**src/acs_pkg.sv**
```systemverilog
// Constants for the analyzer clock select block.
// Assumes a 250 MHz system clock; all clocks here are sampled levels.
`default_nettype none
package acs_pkg;
    // =========================================================
    // Timing
    localparam int CLOCK_PERIOD_PS = 4000;
    localparam int LOCAL_DELAY_PS = 2500;
    localparam int MEMORY_DELAY_PS = 15000;
    localparam int FAST_PERIOD_PS = 20000;
    // Times round down; only the local delay is held to at least one cycle
    localparam int LOCAL_DELAY_CYC = (LOCAL_DELAY_PS / CLOCK_PERIOD_PS) < 1
        ? 1 : LOCAL_DELAY_PS / CLOCK_PERIOD_PS;
    localparam int MEMORY_DELAY_CYC = MEMORY_DELAY_PS / CLOCK_PERIOD_PS;
    localparam int FAST_HALF_CYC = FAST_PERIOD_PS / CLOCK_PERIOD_PS / 2;
    // =========================================================
    // Qualifier polarity selections
    typedef enum logic [1:0] {
        ACS_QUALIFIER_VALID_LOW = 2'h0,
        ACS_QUALIFIER_VALID_HIGH = 2'h1,
        ACS_QUALIFIER_VALID_ANY = 2'h2
    } acs_qualifier_valid_type;
    // =========================================================
    // Reset values
    localparam logic RESET_CLOCK = 1'b0;
endpackage
`default_nettype wire

```
**src/acs_clock_select.sv**
```systemverilog
// Analyzer clock select: source choice, qualification, inhibit, delays,
// and the two memory clocks. Assumes external inputs are asynchronous.
`timescale 1ns/1ps
`default_nettype none
module acs_clock_select (
    // System
    input wire logic clock,
    input wire logic rst_n,
    // Source selects, active low
    input wire logic fast_internal_select_n,
    input wire logic divided_internal_select_n,
    input wire logic rise_edge_select_n,
    input wire logic fall_edge_select_n,
    // Qualifier path enables, active low
    input wire logic qualifier_valid_low_path_enable_n,
    input wire logic qualifier_valid_high_path_enable_n,
    // Probe side
    input wire logic probeClock,
    input wire logic qualifier_in_true,
    input wire logic qualifier_in_inverted,
    input wire logic secondQualifierIn,
    input wire logic [7:0] firstProbeData,
    input wire logic [7:0] secondProbeData,
    // Internal sources and inhibits
    input wire logic dividedInternalClock,
    input wire logic inhibit_rise_path,
    input wire logic inhibit_fall_path,
    input wire logic inhibit_internal_paths,
    // Mode
    input wire logic probe_parallel_sense,
    // Outputs
    output logic fast_internal_clock,
    output logic qualifier_valid,
    output logic working_clock_out,
    output logic local_delayed_clock,
    output logic memory_delayed_clock,
    output logic first_memory_clock,
    output logic first_memory_delayed_clock,
    output logic second_memory_clock,
    output logic second_memory_delayed_clock,
    output logic [7:0] secondMemoryData
);
    localparam int LD = acs_pkg::LOCAL_DELAY_CYC;
    localparam int MD = acs_pkg::MEMORY_DELAY_CYC;
    localparam int FH = acs_pkg::FAST_HALF_CYC;

    // =========================================================
    // Input synchronisers: three stages, change when last two agree
    logic [2:0] clkSync_q, clkSync_d;
    logic [2:0] qtSync_q, qtSync_d;
    logic [2:0] qiSync_q, qiSync_d;
    logic [2:0] dvSync_q, dvSync_d;
    logic extClk_q, extClk_d, qTrue_q, qTrue_d, qInv_q, qInv_d;
    logic divClk_q, divClk_d;

    always_comb begin
        clkSync_d = {clkSync_q[1:0], probeClock};
        qtSync_d = {qtSync_q[1:0], qualifier_in_true};
        qiSync_d = {qiSync_q[1:0], qualifier_in_inverted};
        dvSync_d = {dvSync_q[1:0], dividedInternalClock};
        extClk_d = (clkSync_q[1] == clkSync_q[2]) ? clkSync_q[2] : extClk_q;
        qTrue_d = (qtSync_q[1] == qtSync_q[2]) ? qtSync_q[2] : qTrue_q;
        qInv_d = (qiSync_q[1] == qiSync_q[2]) ? qiSync_q[2] : qInv_q;
        divClk_d = (dvSync_q[1] == dvSync_q[2]) ? dvSync_q[2] : divClk_q;
    end

    always_ff @(posedge clock) begin
        if (!rst_n) begin
            clkSync_q <= 3'h0;
            qtSync_q <= 3'h0;
            qiSync_q <= 3'h0;
            dvSync_q <= 3'h0;
            extClk_q <= 1'b0;
            qTrue_q <= 1'b0;
            qInv_q <= 1'b0;
            divClk_q <= 1'b0;
        end else begin
            clkSync_q <= clkSync_d;
            qtSync_q <= qtSync_d;
            qiSync_q <= qiSync_d;
            dvSync_q <= dvSync_d;
            extClk_q <= extClk_d;
            qTrue_q <= qTrue_d;
            qInv_q <= qInv_d;
            divClk_q <= divClk_d;
        end
    end

    // =========================================================
    // Fast internal source: undivided 16 ns square wave
    logic [3:0] fastCnt_q, fastCnt_d;
    logic fastClk_q, fastClk_d;

    always_comb begin
        fastCnt_d = fastCnt_q + 4'h1;
        fastClk_d = fastClk_q;
        if (fastCnt_q == 4'(FH - 1)) begin
            fastCnt_d = 4'h0;
            fastClk_d = ~fastClk_q;
        end
    end

    // =========================================================
    // Qualifier and per-polarity latches
    logic qualNow;
    logic riseEn_q, riseEn_d, fallEn_q, fallEn_d;
    logic extInv;

    always_comb begin
        // Second probe qualifier deliberately unused
        qualNow = (!qualifier_valid_low_path_enable_n && !qTrue_q)
            || (!qualifier_valid_high_path_enable_n && !qInv_q)
            || (!qualifier_valid_low_path_enable_n && !qualifier_valid_high_path_enable_n);
        extInv = ~extClk_q;
        // Transparent while polarity low, held once it goes high
        riseEn_d = extClk_q ? riseEn_q : qualNow;
        fallEn_d = extInv ? fallEn_q : qualNow;
    end

    // =========================================================
    // Final selector and delay chains
    logic srcOne;
    logic workClk;
    logic [MD-1:0] delay_q, delay_d;
    logic [MD-1:0] bDelay_q, bDelay_d;
    logic bClk;

    always_comb begin
        // Exactly one source enable required, else no clock
        srcOne = ({3'h0, ~fast_internal_select_n}
            + {3'h0, ~divided_internal_select_n}
            + {3'h0, ~rise_edge_select_n}
            + {3'h0, ~fall_edge_select_n}) == 4'h1;
        workClk = srcOne && (
            (!fast_internal_select_n && !inhibit_internal_paths
                && fastClk_q)
            || (!divided_internal_select_n && !inhibit_internal_paths
                && divClk_q)
            || (!rise_edge_select_n && !inhibit_rise_path
                && riseEn_q && extClk_q)
            || (!fall_edge_select_n && !inhibit_fall_path
                && fallEn_q && extInv));
        // Second memory clock inverted in 2000-word mode
        bClk = probe_parallel_sense ? ~workClk : workClk;
        delay_d = {delay_q[MD-2:0], workClk};
        bDelay_d = {bDelay_q[MD-2:0], bClk};
    end

    always_ff @(posedge clock) begin
        if (!rst_n) begin
            fastCnt_q <= 4'h0;
            fastClk_q <= acs_pkg::RESET_CLOCK;
            riseEn_q <= 1'b0;
            fallEn_q <= 1'b0;
            delay_q <= '0;
            bDelay_q <= '0;
            fast_internal_clock <= 1'b0;
            qualifier_valid <= 1'b0;
            working_clock_out <= 1'b0;
            local_delayed_clock <= 1'b0;
            memory_delayed_clock <= 1'b0;
            first_memory_clock <= 1'b0;
            first_memory_delayed_clock <= 1'b0;
            second_memory_clock <= 1'b0;
            second_memory_delayed_clock <= 1'b0;
            secondMemoryData <= 8'h00;
        end else begin
            fastCnt_q <= fastCnt_d;
            fastClk_q <= fastClk_d;
            riseEn_q <= riseEn_d;
            fallEn_q <= fallEn_d;
            delay_q <= delay_d;
            bDelay_q <= bDelay_d;
            fast_internal_clock <= fastClk_q;
            qualifier_valid <= qualNow;
            working_clock_out <= workClk;
            local_delayed_clock <= delay_q[LD-1];
            memory_delayed_clock <= delay_q[MD-1];
            first_memory_clock <= workClk;
            first_memory_delayed_clock <= delay_q[MD-1];
            second_memory_clock <= bClk;
            second_memory_delayed_clock <= bDelay_q[MD-1];
            // Probe paralleling for 2000-word mode
            secondMemoryData <= probe_parallel_sense
                ? firstProbeData : secondProbeData;
        end
    end

    // =========================================================
    // Checks
    a_inhibit_blocks_clock: assert property (@(posedge clock)
        disable iff (!rst_n)
        (inhibit_rise_path && inhibit_fall_path && inhibit_internal_paths)
        |=> !working_clock_out)
        else $error("working clock not blocked by inhibits");
    a_no_source_quiet: assert property (@(posedge clock)
        disable iff (!rst_n)
        (fast_internal_select_n && divided_internal_select_n
        && rise_edge_select_n && fall_edge_select_n) |=> !working_clock_out)
        else $error("clock produced with no source selected");
    a_memory_delay_match: assert property (@(posedge clock)
        disable iff (!rst_n)
        $rose(working_clock_out) |-> ##3 $rose(memory_delayed_clock))
        else $error("memory delayed clock misplaced");
    a_local_delay_match: assert property (@(posedge clock)
        disable iff (!rst_n)
        $rose(working_clock_out) |=> $rose(local_delayed_clock))
        else $error("local delayed clock misplaced");
    a_phase_inphase: assert property (@(posedge clock)
        disable iff (!rst_n)
        !$past(probe_parallel_sense)
        |-> second_memory_clock == first_memory_clock)
        else $error("memories not clocked in phase");
    a_phase_inverted: assert property (@(posedge clock)
        disable iff (!rst_n)
        $past(probe_parallel_sense)
        |-> second_memory_clock != first_memory_clock)
        else $error("second memory clock not inverted");
    a_qualifier_valid_any_true: assert property (@(posedge clock)
        disable iff (!rst_n)
        (!qualifier_valid_low_path_enable_n && !qualifier_valid_high_path_enable_n)
        |=> qualifier_valid)
        else $error("don't-care qualifier not true");
    a_qualifier_valid_none_false: assert property (@(posedge clock)
        disable iff (!rst_n)
        (qualifier_valid_low_path_enable_n && qualifier_valid_high_path_enable_n)
        |=> !qualifier_valid)
        else $error("qualifier true with no path enabled");
    a_parallel_data: assert property (@(posedge clock)
        disable iff (!rst_n)
        probe_parallel_sense |=> secondMemoryData == $past(firstProbeData))
        else $error("second memory not fed from first probe");
endmodule
`default_nettype wire

```
**config.mk**
```make
export PLATFORM = sky130hd
export DESIGN_NAME = acs_clock_select
export DESIGN_NICKNAME = d
export VERILOG_FILES = /design/src/acs_pkg.sv /design/src/acs_clock_select.sv
export SDC_FILE = /design/constraint.sdc
export NUM_CORES = 1
export LEC_CHECK = 0
export BUFFER_PORTS_ARGS = -buffer_cell sky130_fd_sc_hd__clkbuf_2
export CORE_MARGIN = 3
export CORE_UTILIZATION = 48
export CTS_BUF_LIST = sky130_fd_sc_hd__clkbuf_16
export CTS_CLUSTER_SIZE = 30
export DETAILED_ROUTE_END_ITERATION = 10
export GPL_TIMING_DRIVEN = 0
export PLACE_DENSITY = 0.86
export SYNTH_ARGS = -nofsm -noshare
export SYNTH_HDL_FRONTEND = slang
export SYNTH_SLANG_ARGS = --single-unit
```
**constraint.sdc**
```tcl
create_clock -name clock -period 2 [get_ports clock]
set_clock_uncertainty 0.15 [all_clocks]
set_input_delay 0.1 -clock clock [delete_from_list [all_inputs] [get_ports clock]]
set_output_delay 0.1 -clock clock [all_outputs]
set_load 0.01 [all_outputs]
```
==> impl_metrics.tcl <==
set metrics [dict create \
    grt_antenna_before_repair 0 \
    hold_path_class "in -> reg" \
    period_minus_slack_ns 1.76 \
    fin_crit_sh 0.879 \
    arrival_ns 1.82 \
    clk_pin_slew_worst_paths_ns 0.05 \
    syn_area_sq_um 1450 \
    synth_cell_type_count 23 \
    cts_buffers 5 \
    p_leak_uw 0.000977 \
    coreArea_sq_um 2810 \
    drt-pass1-iter-count 4 \
    syn_to_final_growth_pct 44.9 \
    ant_nets 0 \
    die_area_sq_um 3710 \
    power_density_nw_per_um2 940 \
    setup-violations-final 0 \
    post_dp_cell_area_sq_um 1720 \
    finalInstanceArea_sq_um 2100 \
    ctsLongestPathBuffers 2 \
    first_iter_violations 36 \
    synthesis.nets 175 \
    setup.worst_path.class "in -> reg" \
    die_w_microns 60.9 \
    fp-row-count 19 \
    drcViolationCount 0 \
    grt_pass1_vias 1267 \
    yosys_warnings 0 \
    fin_nets 250 \
    crit_required_ns 2.06 \
    clock_latency_ns 0.28 \
    slew_headroom 0.717 \
    yosysSeqAreaShare 0.566 \
    grt_overflow 0 \
    cts_sinks 41 \
    end_kind "register" \
    dieHeight_microns 60.9 \
    cts_tree "done" \
    final_cells 244 \
    status "completed" \
    initial_core_util 0.517 \
    worstMarginPinSlew_ns 0.424 \
    ctsRootBufferMaster "clkbuf_16" \
    vias 1244 \
    syn_area_per_cell_sq_um 10.6 \
    grt_first_pass_wirelength_microns 5740 \
    place_congestion 0.668 \
    cap_violations 0 \
    drive_above_1_share 0.268 \
    hpwl_microns 2200 \
    viasPerCell 5.10 \
    n_antenna_cell 0 \
    syn_inst 137 \
    crit_fanout 2 \
    synth_largest_area_cell "dfxtp_1" \
    synth_top_area_frac 0.566 \
    port_buffers 47 \
    report.final.slew_viol_count 0 \
    grt_max_degree 14 \
    wl_per_cell_microns 15.8 \
    post_cts.repair.setup_buffers 0 \
    rsz0062_at_grt "no" \
    synth.area.top_cells "dfxtp_1, and2_1, mux2i_1" \
    synth-seq-cells 41 \
    boundaryPins 50 \
    track_usage 0.227 \
    fmax_mhz 569 \
    dp_cells 215 \
    cts_max_level 2 \
    startpoint_type "input pin" \
    finalHoldViolations 0 \
    post-route-util 0.748 \
    drt-total-wl_microns 3850 \
    ir_drop_mv 0.777 \
]
## cell families after synthesis
| logic type | after synthesis | share of synthesized area |
|---|---|---|
| and+or+nand+nor | 51 | 0.199 |
| DFF | 41 | 0.566 |
| buffers and inverters | 12 | 0.0371 |
| xor gates and xnor gates | 1 | 0.00605 |
| AOI/OAI and AO/OA | 16 | 0.0674 |
| muxes | 11 | 0.0760 |
| adders and majority gates | 5 | 0.0484 |
## cells in the mapped netlist
cell      instances
a21boi_0          5
nor2_1            4
ha_1              4
a21oi_1           2
buf_2             1
nor2b_1           8
nand2b_1          4
or3_1             1
xnor2_1           1
inv_1             5
nand3_1           2
nand2_1           8
buf_4             2
and2_1           22
mux2i_1          11
o311a_1           1
o21ai_0           8
nor3_1            1
clkbuf_1          3
fa_1              1
dfxtp_1          41
nor4b_1           1
buf_1             1
## power breakdown
part	switching, uW	internal (uW)	total (uW)
clock network	311	583	894
logic	91.9	108	200
registers	22.4	857	880
total	425	1550	1970
## timing repair
action                                 4_1_cts  5_1_grt
endpoints found under the hold margin       13        0
resized for setup                            0        0
hold buffers                                21        0
## state kept, by name, indices dropped and copies added, names as in the netlist, 3 cells and up
signal	flops
clkSync_q	3
dvSync_q	3
delay_q	3
qiSync_q	3
bDelay_q	3
secondMemoryData	8
qtSync_q	3
fastCnt_q	4
## through the flow
stage          hold slack (ns)  worst slack (ns)  power, uW  TNS (ns)
6_report                0.0949             0.242       1970         0
4_1_cts                 0.0754             0.268       1970         0
5_1_grt                  0.122             0.192       2050         0
2_1_floorplan           0.0773             0.264        973         0
3_5_place_dp             0.164           -0.0135       1040   -0.0135
3_3_place_gp             0.156            0.0582       1030         0
## final cells by class
type | instances | area, sq um
Sequential cell | 41 | 821
Fill cell | 190 | 706
Multi-Input combinational cell | 84 | 574
Timing Repair Buffer | 68 | 445
Clock buffer | 5 | 125
Clock inverter | 3 | 41.3
Tap cell | 31 | 38.8
Buffer | 7 | 35.0
Inverter | 5 | 18.8
## cell usage in the layout, fill, tap and decap left out, types with 3 or more instances in the layout
| cell type | n |
|---|---|
| a21boi_0 | 5 |
| and2_1 | 22 |
| clkbuf_1 | 3 |
| clkbuf_16 | 5 |
| clkbuf_2 | 47 |
| dfxtp_1 | 41 |
| dlygate4sd3_1 | 21 |
| ha_1 | 4 |
| inv_1 | 5 |
| mux2i_1 | 11 |
| nand2_1 | 8 |
| nand2b_1 | 4 |
| nor2_1 | 4 |
| nor2b_1 | 8 |
| o21ai_0 | 8 |
## final timing paths
kind                                              from                                     to  slack, ns  cells past startpoint
worst min register to register   delay_q[2]$_SDFF_PN0_  first_memory_delayed_clock$_SDFF_PN0_       0.28                      1
worst max-delay path            fast_internal_select_n                 bDelay_q[0]$_SDFF_PN0_       0.24                      8
worst max register to register   extClk_q$_SDFFE_PN0N_                 bDelay_q[0]$_SDFF_PN0_       0.58                      3
worst min-delay path              probe_parallel_sense                 bDelay_q[0]$_SDFF_PN0_       0.09                      3
## metal layers
metal  global-route usage  part of all wire  vias to the layer above  wire (microns)
li1                     -                 -                      590               -
met5                    0                 0                        -               0
met3                0.100             0.055                       21             212
met2                0.403              0.55                       46            2100
met4                0.149             0.053                        0             206
met1                0.207              0.35                      587            1330
## worst max-delay path, stage by stage
cell and delay [ns]:
clkbuf_2 0.10, fa_1 0.54, inv_1 0.05, ha_1 0.17, ha_1 0.27, nor2_1 0.12
o311a_1 0.25, mux2i_1 0.20
(Power assumes the default switching activity.)
